--- config.mk ---
export PLATFORM = sky130hd
export DESIGN_NAME = rotate_sleep_subtract_exec
export DESIGN_NICKNAME = d
export VERILOG_FILES = /design/src/rss_exec_pkg.sv /design/src/rotate_sleep_subtract_exec.sv
export VERILOG_INCLUDE_DIRS = /design/src
export SDC_FILE = /design/constraint.sdc
export NUM_CORES = 1
export LEC_CHECK = 0
export BUFFER_PORTS_ARGS = -buffer_cell sky130_fd_sc_hd__clkbuf_2
export CAP_MARGIN = 30
export CORE_MARGIN = 3
export CORE_UTILIZATION = 40
export CTS_CLUSTER_DIAMETER = 50
export CTS_CLUSTER_SIZE = 14
export DETAILED_ROUTE_END_ITERATION = 16
export HOLD_SLACK_MARGIN = 0.05
export PLACE_DENSITY = 0.58
export SYNTH_ARGS = -nofsm -noshare
export SYNTH_HDL_FRONTEND = slang
export SYNTH_SLANG_ARGS = --single-unit
--- constraint.sdc ---
create_clock -name clk -period 3.6 [get_ports clk]
set_input_delay 0.72 -clock clk [delete_from_list [all_inputs] [get_ports clk]]
set_output_delay 0.72 -clock clk [all_outputs]
set_load 0.005 [all_outputs]
--- src/rss_exec_cfg.svh ---
// Constants for the rotate, sleep and subtract execution block
`ifndef RSS_EXEC_CFG_SVH
`define RSS_EXEC_CFG_SVH
// Opcode fields, upper six bits of the instruction word
`define OPC_ROTATE_LEFT   6'h0D
`define OPC_ROTATE_RIGHT  6'h0C
// Upper five bits of the literal subtract, bit 8 is don't-care
`define OPC_LIT_SUB       5'h1E
// Fixed sleep pattern
`define OPC_SLEEP         14'h0063
// Field positions
`define DEST_BIT          7
// Reset values
`define ACC_RESET         8'h00
`define WDOG_RESET        8'h00
`define PRESC_RESET       8'h00
`endif

--- src/rss_exec_pkg.sv ---
// Types for the rotate, sleep and subtract execution block
`default_nettype none
package rss_exec_pkg;
    // Instruction phases, one instruction cycle
    typedef enum logic [1:0] {
        PH_DECODE  = 2'b00,
        PH_READ    = 2'b01,
        PH_PROCESS = 2'b10,
        PH_WRITE   = 2'b11
    } phase_type;
    // Decoded operation
    typedef enum logic [2:0] {
        OP_NONE  = 3'b000,
        OP_RLEFT = 3'b001,
        OP_RRIGHT= 3'b010,
        OP_SLEEP = 3'b011,
        OP_LSUB  = 3'b100
    } op_type;
    // Status flags carried together
    typedef struct packed {
        logic carry;
        logic digitCarry;
        logic zero;
        logic timeExpired;
        logic powerDown;
    } flags_type;
    // File register write request
    typedef struct packed {
        logic       en;
        logic [6:0] addr;
        logic [7:0] data;
    } fwrite_type;
endpackage
`default_nettype wire

--- src/rotate_sleep_subtract_exec.sv ---
// Execute logic for rotate, sleep and literal subtract instructions
`timescale 1ns/1ns
`default_nettype none
`include "rss_exec_cfg.svh"

// How it works
// - Rotate left: carry into bit 0, bit 7 out
// - Destination bit: 0 accumulator, 1 file
// - Fixed pattern 0x0063 decodes as sleep
// - Sleep clears power-down flag
// - Sleep sets time-expired flag
// - Sleep clears watchdog count and prescaler
// - Sleep entered in fourth phase, oscillator stops
// - Literal subtract from upper bits 11110x
// - Compute literal minus accumulator, two's complement
// - Difference replaces accumulator
// - Subtract updates carry, digit carry, zero
// - Carry set when result non-negative
module rotate_sleep_subtract_exec (
    // Clock and reset
    input  wire logic                     clk,
    input  wire logic                     rst_n,
    // Instruction and file operand, sampled in decode and read
    input  wire logic [13:0]              instr,
    input  wire logic [7:0]               fileRdData,
    // Wake request from outside, ends sleep after synchronising
    input  wire logic                     wakeUp,
    // File register address and write request
    output logic [6:0]                    fileRdAddr,
    output rss_exec_pkg::fwrite_type      fileWr,
    // Architectural state
    output logic [7:0]                    accum,
    output rss_exec_pkg::flags_type       flags,
    output logic [7:0]                    watchdogCount,
    output logic [7:0]                    watchdogPrescaler,
    output logic                          sleeping,
    output logic                          oscRun
);
    // Phase counter and decoded operation
    rss_exec_pkg::phase_type phase_q;
    rss_exec_pkg::op_type    op_q;
    logic [13:0]             instr_q;   // Latched instruction
    logic [7:0]              operand_q; // File or literal operand
    logic [8:0]              result_q;  // Result plus carry out
    logic                    dc_q;      // Digit carry of subtract
    logic [7:0]              acc_q;
    logic [7:0]              wdog_q;
    logic [7:0]              presc_q;
    rss_exec_pkg::flags_type flags_q;
    rss_exec_pkg::fwrite_type fwr_q;
    logic                    sleep_q;
    logic                    oscRun_q;  // Oscillator running, own flop
    logic                    wakeSync1_q;
    logic                    wakeSync2_q;

    // Decode the instruction word
    function automatic rss_exec_pkg::op_type decodeOp(input logic [13:0] w);
        if (w == `OPC_SLEEP)
            decodeOp = rss_exec_pkg::OP_SLEEP;
        else if (w[13:8] == `OPC_ROTATE_LEFT)
            decodeOp = rss_exec_pkg::OP_RLEFT;
        else if (w[13:8] == `OPC_ROTATE_RIGHT)
            decodeOp = rss_exec_pkg::OP_RRIGHT;
        else if (w[13:9] == `OPC_LIT_SUB)
            decodeOp = rss_exec_pkg::OP_LSUB;
        else
            decodeOp = rss_exec_pkg::OP_NONE;
    endfunction

    // Wake request from outside passes a two-stage synchroniser
    always_ff @(posedge clk or negedge rst_n) begin
        if (!rst_n) begin
            wakeSync1_q <= 1'b0;
            wakeSync2_q <= 1'b0;
        end else begin
            wakeSync1_q <= wakeUp;
            wakeSync2_q <= wakeSync1_q;
        end
    end

    // Phase sequencer, held while asleep
    always_ff @(posedge clk or negedge rst_n) begin
        if (!rst_n) begin
            phase_q <= rss_exec_pkg::PH_DECODE;
        end else if (!sleep_q) begin
            phase_q <= rss_exec_pkg::phase_type'(phase_q + 2'b01);
        end
    end

    // Decode in first phase, operand in second, compute in third
    always_ff @(posedge clk or negedge rst_n) begin
        if (!rst_n) begin
            op_q      <= rss_exec_pkg::OP_NONE;
            instr_q   <= 14'h0000;
            operand_q <= 8'h00;
            result_q  <= 9'h000;
            dc_q      <= 1'b0;
        end else if (!sleep_q) begin
            case (phase_q)
                rss_exec_pkg::PH_DECODE: begin
                    op_q    <= decodeOp(instr);
                    instr_q <= instr;
                end
                rss_exec_pkg::PH_READ: begin
                    // Literal for subtract, file data otherwise
                    if (op_q == rss_exec_pkg::OP_LSUB)
                        operand_q <= instr_q[7:0];
                    else
                        operand_q <= fileRdData;
                end
                rss_exec_pkg::PH_PROCESS: begin
                    case (op_q)
                        rss_exec_pkg::OP_RLEFT:
                            result_q <= {operand_q,
                                         flags_q.carry};
                        rss_exec_pkg::OP_RRIGHT:
                            result_q <= {operand_q[0], flags_q.carry,
                                         operand_q[7:1]};
                        rss_exec_pkg::OP_LSUB: begin
                            // Add the complement plus one; bit 8 is
                            // the inverted borrow
                            result_q <= {1'b0, operand_q}
                                      + {1'b0, ~acc_q} + 9'h001;
                            dc_q <= ({1'b0, operand_q[3:0]}
                                   + {1'b0, ~acc_q[3:0]}
                                   + 5'h01) > 5'h0F;
                        end
                        default: result_q <= result_q;
                    endcase
                end
                default: ;
            endcase
        end
    end

    // Write destination and flags in the fourth phase
    always_ff @(posedge clk or negedge rst_n) begin
        if (!rst_n) begin
            acc_q   <= `ACC_RESET;
            fwr_q   <= '0;
            flags_q <= '{carry: 1'b0, digitCarry: 1'b0, zero: 1'b0,
                         timeExpired: 1'b1, powerDown: 1'b1};
        end else begin
            fwr_q.en <= 1'b0;
            if (!sleep_q && phase_q == rss_exec_pkg::PH_WRITE) begin
                case (op_q)
                    rss_exec_pkg::OP_RLEFT,
                    rss_exec_pkg::OP_RRIGHT: begin
                        flags_q.carry <= result_q[8];
                        if (instr_q[`DEST_BIT]) begin
                            fwr_q.en   <= 1'b1;
                            fwr_q.addr <= instr_q[6:0];
                            fwr_q.data <= result_q[7:0];
                        end else begin
                            acc_q <= result_q[7:0];
                        end
                    end
                    rss_exec_pkg::OP_LSUB: begin
                        acc_q              <= result_q[7:0];
                        flags_q.carry      <= result_q[8];
                        flags_q.digitCarry <= dc_q;
                        flags_q.zero       <= result_q[7:0] == 8'h00;
                    end
                    rss_exec_pkg::OP_SLEEP: begin
                        flags_q.powerDown   <= 1'b0;
                        flags_q.timeExpired <= 1'b1;
                    end
                    default: ;
                endcase
            end
        end
    end

    // Watchdog count and prescaler: free count, cleared by sleep
    always_ff @(posedge clk or negedge rst_n) begin
        if (!rst_n) begin
            wdog_q  <= `WDOG_RESET;
            presc_q <= `PRESC_RESET;
        end else if (!sleep_q && phase_q == rss_exec_pkg::PH_WRITE
                     && op_q == rss_exec_pkg::OP_SLEEP) begin
            wdog_q  <= 8'h00;
            presc_q <= 8'h00;
        end else begin
            presc_q <= presc_q + 8'h01;
            if (presc_q == 8'hFF)
                wdog_q <= wdog_q + 8'h01;
        end
    end

    // Sleep state: entered in fourth phase, left on wake request
    always_ff @(posedge clk or negedge rst_n) begin
        if (!rst_n) begin
            sleep_q  <= 1'b0;
            oscRun_q <= 1'b1;
        end else if (sleep_q) begin
            // Wake request restarts the oscillator
            if (wakeSync2_q) begin
                sleep_q  <= 1'b0;
                oscRun_q <= 1'b1;
            end
        end else if (phase_q == rss_exec_pkg::PH_WRITE
                     && op_q == rss_exec_pkg::OP_SLEEP) begin
            sleep_q  <= 1'b1;
            oscRun_q <= 1'b0;
        end
    end

    // Outputs straight from flip-flops
    assign fileRdAddr        = instr_q[6:0];
    assign fileWr            = fwr_q;
    assign accum             = acc_q;
    assign flags             = flags_q;
    assign watchdogCount     = wdog_q;
    assign watchdogPrescaler = presc_q;
    assign sleeping          = sleep_q;
    assign oscRun            = oscRun_q;

    // Checks
    chk_sleep_entry: assert property (@(posedge clk) disable iff (!rst_n)
        (!sleep_q && phase_q == rss_exec_pkg::PH_WRITE
         && op_q == rss_exec_pkg::OP_SLEEP)
        |=> sleep_q && !oscRun && wdog_q == 8'h00
            && presc_q == 8'h00)
        else $error("sleep not entered");
    chk_sleep_flags: assert property (@(posedge clk) disable iff (!rst_n)
        $rose(sleep_q) |-> !flags_q.powerDown && flags_q.timeExpired)
        else $error("sleep flags wrong");
    chk_sub_result: assert property (@(posedge clk) disable iff (!rst_n)
        (!sleep_q && phase_q == rss_exec_pkg::PH_WRITE
         && op_q == rss_exec_pkg::OP_LSUB)
        |=> acc_q == 8'(operand_q - $past(acc_q)))
        else $error("subtract result wrong");
    chk_sub_carry: assert property (@(posedge clk) disable iff (!rst_n)
        (!sleep_q && phase_q == rss_exec_pkg::PH_WRITE
         && op_q == rss_exec_pkg::OP_LSUB)
        |=> flags_q.carry == (operand_q >= $past(acc_q)))
        else $error("subtract carry wrong");
    chk_sub_zero: assert property (@(posedge clk) disable iff (!rst_n)
        (!sleep_q && phase_q == rss_exec_pkg::PH_WRITE
         && op_q == rss_exec_pkg::OP_LSUB)
        |=> flags_q.zero == (operand_q == $past(acc_q)))
        else $error("zero flag wrong");
    chk_sub_digit: assert property (@(posedge clk) disable iff (!rst_n)
        (!sleep_q && phase_q == rss_exec_pkg::PH_WRITE
         && op_q == rss_exec_pkg::OP_LSUB)
        |=> flags_q.digitCarry
            == ({4'h0, operand_q[3:0]} >= ($past(acc_q) & 8'h0F)))
        else $error("digit carry wrong");
    chk_rotl_value: assert property (@(posedge clk) disable iff (!rst_n)
        (!sleep_q && phase_q == rss_exec_pkg::PH_WRITE
         && op_q == rss_exec_pkg::OP_RLEFT && !instr_q[`DEST_BIT])
        |=> acc_q == {operand_q[6:0], $past(flags_q.carry)}
            && flags_q.carry == operand_q[7])
        else $error("rotate left wrong");
    chk_rotr_value: assert property (@(posedge clk) disable iff (!rst_n)
        (!sleep_q && phase_q == rss_exec_pkg::PH_WRITE
         && op_q == rss_exec_pkg::OP_RRIGHT && !instr_q[`DEST_BIT])
        |=> acc_q == {$past(flags_q.carry), operand_q[7:1]}
            && flags_q.carry == operand_q[0])
        else $error("rotate right wrong");
    chk_rot_dest: assert property (@(posedge clk) disable iff (!rst_n)
        (!sleep_q && phase_q == rss_exec_pkg::PH_WRITE
         && (op_q == rss_exec_pkg::OP_RLEFT
             || op_q == rss_exec_pkg::OP_RRIGHT))
        |=> fwr_q.en == $past(instr_q[`DEST_BIT])
            && (!fwr_q.en || fwr_q.addr == instr_q[6:0]))
        else $error("rotate destination wrong");
    chk_phase_cycle: assert property (@(posedge clk) disable iff (!rst_n)
        (phase_q == rss_exec_pkg::PH_DECODE && !sleep_q)
        |-> ##3 phase_q == rss_exec_pkg::PH_WRITE)
        else $error("phase cycle wrong");
    chk_sleep_decode: assert property (@(posedge clk) disable iff (!rst_n)
        (!sleep_q && phase_q == rss_exec_pkg::PH_DECODE
         && instr == `OPC_SLEEP)
        |=> op_q == rss_exec_pkg::OP_SLEEP)
        else $error("sleep decode wrong");
    chk_sub_decode: assert property (@(posedge clk) disable iff (!rst_n)
        (!sleep_q && phase_q == rss_exec_pkg::PH_DECODE
         && instr[13:9] == `OPC_LIT_SUB)
        |=> op_q == rss_exec_pkg::OP_LSUB)
        else $error("subtract decode wrong");
endmodule // rotate_sleep_subtract_exec
`default_nettype wire

Yosys cells after proc, flatten, opt, wreduce, memory -nomap -nowiden --
Cells that the tools add are included.
Cells by class: add/sub/neg operators 7, order comparisons 1, equality and inequality tests 14, multiplexer cells 20, bitwise gates (word level) 3, reduce and logical (&&, ||, !) cells 22
Operators with widths (count):
- 2-to-1 mux 16 bit | 3
- 2-to-1 mux 8 bit | 5
- case mux 9 bit (3 select lines) | 1
- adder 8 x 1 -> 8 bit, second input constant | 2
- case mux 8 bit (2 select lines) | 1
- equality test 14 x 7 -> 1 bit, second input constant | 1
- equality test 6 x 4 -> 1 bit, second input constant | 2
- 2-to-1 mux 3 bit | 4
- AND reduction 2 bit | 6
- AND reduction 3 bit | 4
- adder 8 x 8 -> 9 bit | 1
- adder 9 x 1 -> 9 bit, second input constant | 1
- equality test 8 bit, second input constant | 1
- logical NOT 8 bit | 1
- inverter 8 bit | 1
- equality test 3 x 2 -> 1 bit, second input constant | 2
- 2-to-1 mux 1 bit | 6
- nonzero test 2 bit | 3
- adder 4 x 4 -> 5 bit | 1
- adder 5 x 1 -> 5 bit, second input constant | 1
- equality test 5 bit, second input constant | 1
- > comparator 5 x 4 -> 1 bit, second input constant | 1
- equality test 2 bit, second input constant | 2
- inverter 4 bit | 1
- other kinds (13) | 15
Storage, ports and cells: register bits 79, input port bits 25, output and inout bits 54, logic and storage cells 87

Longest topological paths before layout --
Gate-level depths: netlist of the first run.
depth in word-level cells 5, depth in mapped cells 8, gate-level depth less buffers 8

Worst setup path after synthesis of the first run --
OpenSTA, ideal clock, no wires.
path type input port to flip-flop, from input port instr[13], to register op_q[0], library setup time 0.077 ns, arrival time 1.735 ns, data required time 3.523 ns, slack 1.787 ns, stages 4, buffers on the path 0, cells stage by stage or4b_2 nor3_1 a31oi_1 a21oi_1
Between the ends: cells in the longest elaborated chain, start to end 4, elaborated cells on any way between the ends 6, classes of those cells eq/ne: 3; mux: 3
Ends and longest elaborated chain:
- start, declared | line rotate_sleep_subtract_exec.sv:24 | input wire logic [13:0] instr,
- equality test 6 x 4 -> 1 bit (no line)
- 2-to-1 mux 3 bit | line rotate_sleep_subtract_exec.sv:62 | else if (w[13:8] == `OPC_ROTATE_RIGHT)
- 2-to-1 mux 3 bit | line rotate_sleep_subtract_exec.sv:60 | else if (w[13:8] == `OPC_ROTATE_LEFT)
- 2-to-1 mux 3 bit (*) | line rotate_sleep_subtract_exec.sv:58 | if (w == `OPC_SLEEP)
- end signal, assigned | line rotate_sleep_subtract_exec.sv:93 | op_q <= rss_exec_pkg::OP_NONE;
- end signal, assigned | line rotate_sleep_subtract_exec.sv:101 | op_q <= decodeOp(instr);
- end, declared | line rotate_sleep_subtract_exec.sv:41 | rss_exec_pkg::op_type op_q;
Mark *: on every way between the ends. The rest lies on a longest branch, timed or not. A chain may end at the register's enable or synchronous reset.

Final worst setup path of the first run --
from register operand_q[0], to register result_q[4]
Between the ends: cells in the longest elaborated chain, start to end 3
Ends and longest elaborated chain:
- start, declared | line rotate_sleep_subtract_exec.sv:43 | logic [7:0] operand_q;
- start signal, assigned | line rotate_sleep_subtract_exec.sv:107 | operand_q <= instr_q[7:0];
- start signal, assigned | line rotate_sleep_subtract_exec.sv:109 | operand_q <= fileRdData;
- adder 8 x 8 -> 9 bit | line rotate_sleep_subtract_exec.sv:123 | + {1'b0, ~acc_q} + 9'h001;
- adder 9 x 1 -> 9 bit | line rotate_sleep_subtract_exec.sv:123
- case mux 9 bit (3 select lines) | line rotate_sleep_subtract_exec.sv:112 | case (op_q)
- end signal, assigned | line rotate_sleep_subtract_exec.sv:114 | result_q <= {operand_q,
- end signal, assigned | line rotate_sleep_subtract_exec.sv:117 | result_q <= {operand_q[0], flags_q.carry,
- end signal, assigned | line rotate_sleep_subtract_exec.sv:122 | result_q <= {1'b0, operand_q}
- end, declared | line rotate_sleep_subtract_exec.sv:44 | logic [8:0] result_q;
Every way passes these cells.

==> results, run 1 <==
- The total design power is 3.98 mW.
- In this run the horizontal extent of the chip is 106 um.
- Once placement finished, the instance area stood at 4420 um^2.
- For this run, the post-layout net count is 482.
- For this run, the top clock speed supported by timing is between 500 and 600 MHz.
- The first detailed-routing pass ran for 5 iterations.
- The synthesized instance count is roughly 370.
- The flow ran to the end, and the final reports show no timing, DRC or antenna violations.
- The required time of the critical path is 3860 ps.
- Pin placement for this block handled 79 I/O pins.
- Of all nets on the critical path, the largest fanout is 4.
- The floorplan step set the die height to 106 um.
- In this run the standard cell core region covers 9460 um^2.
- The global-route wire length before repair is 14200 um.
- The total die area is 11200 um^2.
- The maximum level of the CTS H-tree is 3.
- For this run, design rule violations remaining after detail routing come to 0.
- The setup path with the least slack is of type reg -> reg.
- The worst setup path is captured at a register.
- The number of max-slew violations in the final report is 0.
- The tree is rooted in a sky130_fd_sc_hd__clkbuf_8.
- Once detail routing completed, the nets flagged for antenna violations numbered 0.
- The post-synthesis net count is roughly 410.
- In the global route stage, overall resource usage came out at 0.158.
- Summed over all nets, the half-perimeter wirelength after detailed placement is 6190 um.
- The number of vias per cell after detailed routing is 4.98.
- The time the final worst path needs with I/O delays and setup is 1980 ps.
- In this run the tightest slew margin relative to its limit is 0.514.
- The initial detailed-routing violation count is 96.
- Counting flops and latches in the post-synthesis netlist gives between 70 and 80.
- Wires add up to 8470 um.
- The post-synthesis cell area is 3980 um^2.
- The sequential cells in the finished layout cover a total of 1980 um^2.
- The quantity of hold-fixing buffers added after cts is 0.
- Setup violations remaining at the end of the flow were counted as 0.
- Setup repair after global routing left no endpoint under its margin.
- Buffers added to address setup during post-CTS repair amount to 0.
- The post-route clock period utilization is 0.550.
- Input and output buffers added on the ports amount to 77.
- The initial antenna violation count was 0.
- Compared with the post-synthesis result, the final layout area differs by 16.4%.
- The actual slew at the worst max-slew pin is approximately 730 ps.
- The share of layout cells above drive strength 1 is 0.294.
- In the post-synthesis netlist, the cell with the most instances is sky130_fd_sc_hd__dfrtp_1.
- The proportion of synthesized flip-flops having asynchronous set or reset is 1.00.
- The leading register cell type out of synthesis is sky130_fd_sc_hd__dfrtp_1.
- The number of global-route vias before repair is around 2900.
- The pin count of the biggest net entering global routing is 55.
- The starting density of the core is 0.421.
- The post-layout instance area is 4630 um^2.
- The insertion delay of the later-clocked pin in the worst-skew pair is ~350 ps.
- Sorting the synthesized cells by area gives the leading types as sky130_fd_sc_hd__dfrtp_1, sky130_fd_sc_hd__mux2_2, sky130_fd_sc_hd__nand2_1.
- Max-cap violations in this run came to 0.
- The maximum ir drop on the vdd rail is 300 uV.
- The library cell with the largest summed area after synthesis is sky130_fd_sc_hd__dfrtp_1.
- The power per standard cell area is between 800 and 900 nW/um^2.
- For this design, the sink count on the clock tree is 79.
- The number of enable-type register cells in the synthesized netlist is 0.
- The maximum buffer depth of the clock tree is 2.
- The CTS buffer count is 9.
- Routability-driven placement finished with a final weighted congestion of roughly 0.82.
- The share of synthesized area in the top cell type comes to 0.484.
- Summed over all failing endpoints, the final setup total negative slack is 0 ps.
- The class of the most critical hold timing path is in -> async.
- The share of the yosys chip area belonging to registers is 0.497.
- STA classifies the critical path startpoint as a register.
- Data arrives at the worst endpoint at between 2000 and 2500 ps.
- The total grt overflow is 0.
- The filler cell count is 911.
- The average wire per standard cell is 14.8 um.
- The worst reg-to-reg path cell count is 8.
- The count of final hold-check violations is 0.
- The number of gates resized after CTS was 0.
- In this run the static leakage power is 2.29 nW.
- The mean instance size in the synthesized netlist is roughly 11 um^2.
- Yosys printed 0 warnings.
- The final route contains 2856 vias.
- Counting instances in the post-synthesis netlist gives the leading cell types as sky130_fd_sc_hd__dfrtp_1, sky130_fd_sc_hd__nand2_1, sky130_fd_sc_hd__mux2_2.
- The TritonCTS clock tree is built.
- The clock slew seen by the registers of the worst setup and hold paths is 80 ps.
- The number of unique standard cell types used by synthesis is between 50 and 60.
- The clock tree skew after final layout is 15.0 ps.
- In the final layout, the multi-input gates occupy 1810 um^2.
- The repair_antennas step left the layout with diodes totalling 0.
- The floorplan has 35 rows.
==> kinds of logic (layout without fill, tap and decap cells) <==
logic type,Yosys count,in the layout,synth area share
flip-flops,79,79,0.497
AO/OA/AOI/OAI,57,57,0.0959
adder cells (fa/ha/maj),16,16,0.0522
multiplexers,37,37,0.102
XOR/XNOR,18,18,0.0396
AND/OR/NAND/NOR,129,129,0.164
other,1,1,0.000942
buffers and inverters,36,108,0.0484
==> sequential cells by signal, indices dropped and copies added (netlist names), 2 cells and up <==
register           flops
operand_q              8
phase_q                2
result_q               9
fileWr                16
op_q                   3
flags                  4
watchdogPrescaler      8
watchdogCount          8
instr_q                8
accum                  8
==> final cells by class <==
cell class                      instances  share of cell area
Clock buffer                            9              0.0267
Inverter                               14              0.0113
Timing Repair Buffer                   79              0.0913
Clock inverter                          6              0.0186
Sequential cell                        79               0.427
Multi-Input combinational cell        258               0.390
Tap cell                              129              0.0348
==> per-stage QoR <==
step / hold slack [ps] / util / setup WS [ps] / cells
3_5_place_dp: 337 / 0.468 / 1630 / 559
5_1_grt: 290 / 0.490 / 1410 / 574
6_report: 281 / 0.490 / 1620 / 574
2_1_floorplan: 331 / - / 1790 / 373
4_1_cts: 287 / 0.490 / 1630 / 574
3_3_place_gp: 334 / 0.465 / 1650 / 558
==> power breakdown <==
part	leakage, nW	internal [mW]	switching [mW]
combinational	1.18	0.822	0.851
clock	0.105	0.385	0.324
sequential	1.01	1.23	0.363
==> worst max-delay path, cell delays in order, from the launching register on <==
cell and delay (ps):
sky130_fd_sc_hd__dfrtp_1 430, sky130_fd_sc_hd__inv_1 80, sky130_fd_sc_hd__ha_1 190, sky130_fd_sc_hd__fa_1 390, sky130_fd_sc_hd__nor2b_1 200, sky130_fd_sc_hd__o21ai_0 110, sky130_fd_sc_hd__nor3b_1 150, sky130_fd_sc_hd__o31a_1 240
sky130_fd_sc_hd__o21ai_1 100
==> worst paths after layout <==
path	slack [ps]	to	startpoint
max reg2reg	1620	result_q[4]	operand_q[0]
max in group asynchronous	2740	instr_q[0]	rst_n
min in group clk	350	wakeSync2_q	wakeSync1_q
min reg2reg	350	wakeSync2_q	wakeSync1_q
max	1620	result_q[4]	operand_q[0]
min	280	watchdogPrescaler[5]	rst_n
==> cells in the final DEF, fill, tap and decap left out, drive strengths merged, types with 11 or more instances in the layout <==
master and count:
clkbuf 85, ha 15, o21ai 22, mux2 27
inv 14, nor2 27, dfrtp 77, nand2 51
xor2 11
==> metal layers <==
layer | vias to the layer above | track usage | routed length (um)
met1 | 1345 | 0.223 | 4140
met3 | 11 | 0.0312 | 402
met2 | 77 | 0.241 | 3790
met4 | 0 | 0.0555 | 133
li1 | 1423 | - | -
met5 | - | 0 | 0
(Power assumes the default switching activity.)
==> inputs of run 2 (changes only) <==
- ABC_AREA: unset -> 1
- PLACE_DENSITY: 0.58 -> 0.6
- clock period: 3.6 -> 1.8 ns (I/O delays scaled with it)
==> run 2 against run 1 <==
- combinational power down 26%
- first-iteration DRC count up 51%
- critical path depth up 1
- die area up 1.7%
- synthesized area up 1.8%
- sequential share of layout area down 1.2 points
- worst hold slack worse by 160 ps
- sequential cell count unchanged
- total power up 17%
- via count up 16%
- setup slack worse by 1500 ps
- cell count up 22%
==> results, run 2 <==
- The cell area after placement is 4580 um^2 (+3.4%).
- The number of vias per cell after detailed routing is 4.71 (-5.3%).
- The reg-to-reg setup timing slack is 110 ps (-1510 ps).
- The number of cell rows is 36 (+2.9%).
- The post-synthesis cell area is 4050 um^2 (+1.8%).
- The maximum buffer depth of the clock tree is 2 (unchanged).
- The delay of the slowest cell on the worst path is 400 ps (-30 ps).
- The mux share of post-synthesis cell area came to 0 (-0.102).
- The synthesized instance count is 480 (+29%).
- The leakage power total is 2.51 nW (+9.7%).
- The launch instance of the worst register-to-register path is accum[0].
- The number of nets still failing antenna checks after routing is 0 (unchanged).
- The initial detailed-routing violation count is 145 (+51%).
- The maximum fanout along the worst path was 3 (-1).
- The total design power is 4.65 mW (+17%).
- The type of element capturing the critical path is a register.
- The portion of synthesized cell area occupied by the leading cell type was 0.476 (-0.00852).
- The fraction of the core area covered by cells at the end of the flow is 0.486 (-0.00396).
- The number of max-slew violations in the final report is 0 (unchanged).
- The final-layout worst hold slack is 123 ps (-157 ps).
- The time the final worst path needs with I/O delays and setup came to 1690 ps (-292 ps).
- The kind of cell adding the most delay to the critical path is adder cells.
- The number of enable-type register cells in the synthesized netlist came to 0 (unchanged).
- The global-route wire length before repair is 15500 um (+9.5%).
- The filler cell count was 989 (+8.6%).
- The estimated wirelength of the detail-placed design is 6960 um (+12%).
- The flow ran to the end, and the final reports show no timing, DRC or antenna violations.
- The maximum level of the CTS H-tree is 3 (unchanged).
- The die span in y is 107 um (+0.84%).
- The final net count came to 604 (+25%).
- The starting density of the core was 0.413 (-0.00818).
- The compound-cell area share of the yosys netlist is 0.124 (+0.0286).
- The total grt overflow is 0 (unchanged).
- After synthesis, the cell types taking the most area are sky130_fd_sc_hd__dfrtp_1, sky130_fd_sc_hd__nand2_1, sky130_fd_sc_hd__inv_1.
- The mean instance size in the synthesized netlist is 8.44 um^2 (-21%).
- The diode insertion count for antenna repair is 0 (unchanged).
- The proportion of synthesized flip-flops having asynchronous set or reset is 1.00 (unchanged).
- The required time of the critical path is 2090 ps (-1770 ps).
- The number of unique standard cell types used by synthesis is 40 (-30%).
- The number of top-level pins is 79 (unchanged).
- The fmax is 592 MHz (+17%).
- The clock slew seen by the registers of the worst setup and hold paths is 90 ps (about the same).
- The post-synthesis net count is 521 (+26%).
- The setup fix buffers added after clock tree synthesis is 0 (unchanged).
- Setup repair after global routing could not meet its margin everywhere.
- The die span in x is 107 um (+0.84%).
- The total length of routed wires is 9110 um (+7.6%).
- The clock tree skew after final layout is 16.3 ps (+1.28 ps).
- STA classifies the critical path startpoint as a register.
- The final RePlAce weighted congestion is 0.825 (+1.1%).
- The number of buffer and inverter instances along the worst setup path is 1 (unchanged).
- The insertion delay of the later-clocked pin in the worst-skew pair was 360 ps (about the same).
- The non-filler instance count after layout is 701 (+22%).
- The cell count after placement is 684 (+22%).
- The commonest cells after synthesis are sky130_fd_sc_hd__nand2_1, sky130_fd_sc_hd__dfrtp_1, sky130_fd_sc_hd__inv_1.
- The cell sitting at the root of the clock tree is a sky130_fd_sc_hd__clkbuf_8.
- The share of the yosys chip area belonging to registers is 0.489 (-0.00875).
- The most used flip-flop cell after synthesis is sky130_fd_sc_hd__dfrtp_1.
- The detailed-route via count came to 3302 (+16%).
- The arrival time of data at the critical path endpoint is 1980 ps (-260 ps).
- The share of layout cells above drive strength 1 is 0.238 (-0.0567).
- The core area is 9820 um^2 (+3.8%).
- The slowest stage of the critical path is the sky130_fd_sc_hd__dfrtp_1 cell.
- The number of warning messages in the yosys log is 0 (unchanged).
- The critical path is of the reg -> reg type.
- The total negative slack for setup checks is 0 ps (unchanged).
- The post-route clock period utilization is 0.938 (+0.388).
- The initial antenna violation count came to 0 (unchanged).
- The share of synthesized cell area in and, or, nand and nor gates is 0.225 (+0.0613).
- The total DRC errors in the routed layout was 0 (unchanged).
- The number of flip-flops in the largest register was 16 (unchanged).
- The area added between synthesis and finish is 17.8%.
- The average wire per standard cell is 13.0 um (-12%).
- The number of clock sinks is 79 (unchanged).
- The signal on the critical path passes through ha_1 -> fa_2 -> inv_1 -> nand2_1 -> nand2_1 -> and2_4 -> or2_0 -> nand3_1 -> a21oi_1.
- The arithmetic-cell share of the synthesized area counting full adders, half adders and majority gates is 0.0513 (-0.000919).
- The power per standard cell area was 974 nW/um^2 (+13%).
- The TritonCTS clock tree is built.
- The cell with the most instances after synthesis is sky130_fd_sc_hd__nand2_1.
- In this run the most critical hold path is launched from wakeUp.
- The worst setup timing slack at the placement stage came to 82.4 ps (-1550 ps).
- The class of the most critical hold timing path is in -> reg.
- The library cell with the largest summed area after synthesis is sky130_fd_sc_hd__dfrtp_1.
- The commonest non-fill, non-tap cell in the layout is sky130_fd_sc_hd__nand2_1.
- The synthesized-area fraction occupied by xor and xnor cells is 0.00865 (-0.0310).
- The CTS buffer count is 9 (unchanged).
- The total die area is 11400 um^2 (+1.7%).
- The total iterations of the first detailed-routing run is 4 (-1).
- The count of final hold-check violations is 0 (unchanged).
- The number of global-route vias before repair is 3191 (+11%).
- The worst path setup slack after routing is 112 ps (-1510 ps).
- The flip-flop and latch count after synthesis is 79 (unchanged).
- By area, the combinational part of the netlist is dominated by simple AND/OR/NAND/NOR gates.
- In this run the worst setup path begins at accum[0].
- The final number of setup-violating endpoints was 0 (unchanged).
- The pin count of the biggest net entering global routing is 31 (-44%).
- The maximum ir drop on the vdd rail came to 391 uV (+31%).
- The overall routing resource usage is 0.172 (+0.0143).
- The max-capacitance violation count is 0 (unchanged).
- The library cells used most frequently in the layout, excluding fill and tap cells, are sky130_fd_sc_hd__nand2_1, sky130_fd_sc_hd__dfrtp_1, sky130_fd_sc_hd__clkbuf_2.
- The library cell appearing most often on the critical path is sky130_fd_sc_hd__nand2_1.
- The post-layout instance area is 4770 um^2 (+3.0%).
- The quantity of I/O buffers inserted on ports is 77 (unchanged).
==> run 2: cell count changes after synthesis, moves of 9 or more <==
cell and change:
sky130_fd_sc_hd__inv_1 +53, sky130_fd_sc_hd__nand2_1 +37, sky130_fd_sc_hd__mux2_2 -27, sky130_fd_sc_hd__nor2_1 +23, sky130_fd_sc_hd__o21ai_0 +23, sky130_fd_sc_hd__o21ai_1 +15, sky130_fd_sc_hd__o22ai_1 +15, sky130_fd_sc_hd__nand3_1 +14
sky130_fd_sc_hd__mux2i_1 -10, sky130_fd_sc_hd__nor2b_1 -10, sky130_fd_sc_hd__xor2_1 -9
==> run 2: logic make-up (layout without fill, tap and decap cells) <==
kind of cell | count (synthesis) | after routing
AO/OA/AOI/OAI | 94 | 94
XOR/XNOR | 4 | 4
adder cells (fa/ha/maj) | 16 | 16
buffers and inverters | 92 | 180
flip-flops | 79 | 79
other | 1 | 1
AND/OR/NAND/NOR | 194 | 194
==> run 2: final cells by class <==
cell class                 count  area (um^2)  area share
sequential                    79         1980       0.415
clock inverter                 7         57.6      0.0121
tap                          133          166      0.0349
clock buffer                   9          124      0.0260
multi-input combinational    309         1670       0.350
timing repair buffer          89          493       0.103
inverter                      75          283      0.0593
==> run 2: what timing repair did <==
| item | in CTS | in global routing |
|---|---|---|
| setup endpoints to repair | 0 | 4 |
| resized for setup | 0 | 2 |
| hold buffers | 1 | 0 |
| hold endpoints to repair | 25 | 0 |
==> run 2: final timing paths <==
check | end | cells past startpoint
worst min register to register | wakeSync2_q | 0
worst max register to register | result_q[4] | 9
min in group asynchronous | watchdogCount[5] | 2
worst max-delay path | result_q[4] | 9
worst min-delay path | wakeSync1_q | 1
max in group asynchronous | result_q[0] | 3
==> run 2: power breakdown <==
group / switching (mW) / leakage, nW / total, mW / internal [mW]
sequential: 0.171 / 1.01 / 2.19 / 2.01
combinational: 0.736 / 1.41 / 1.24 / 0.501
clock: 0.707 / 0.0877 / 1.22 / 0.517
total: 1.61 / 2.51 / 4.65 / 3.03
==> run 2: metal layers <==
| metal | track usage | vias to the layer above | routed length (um) |
|---|---|---|---|
| met2 | 0.281 | 59 | 4320 |
| met4 | 0.0603 | 0 | 142 |
| met5 | 0 | - | 0 |
| met1 | 0.232 | 1525 | 4340 |
| met3 | 0.0283 | 9 | 312 |
| li1 | - | 1709 | - |
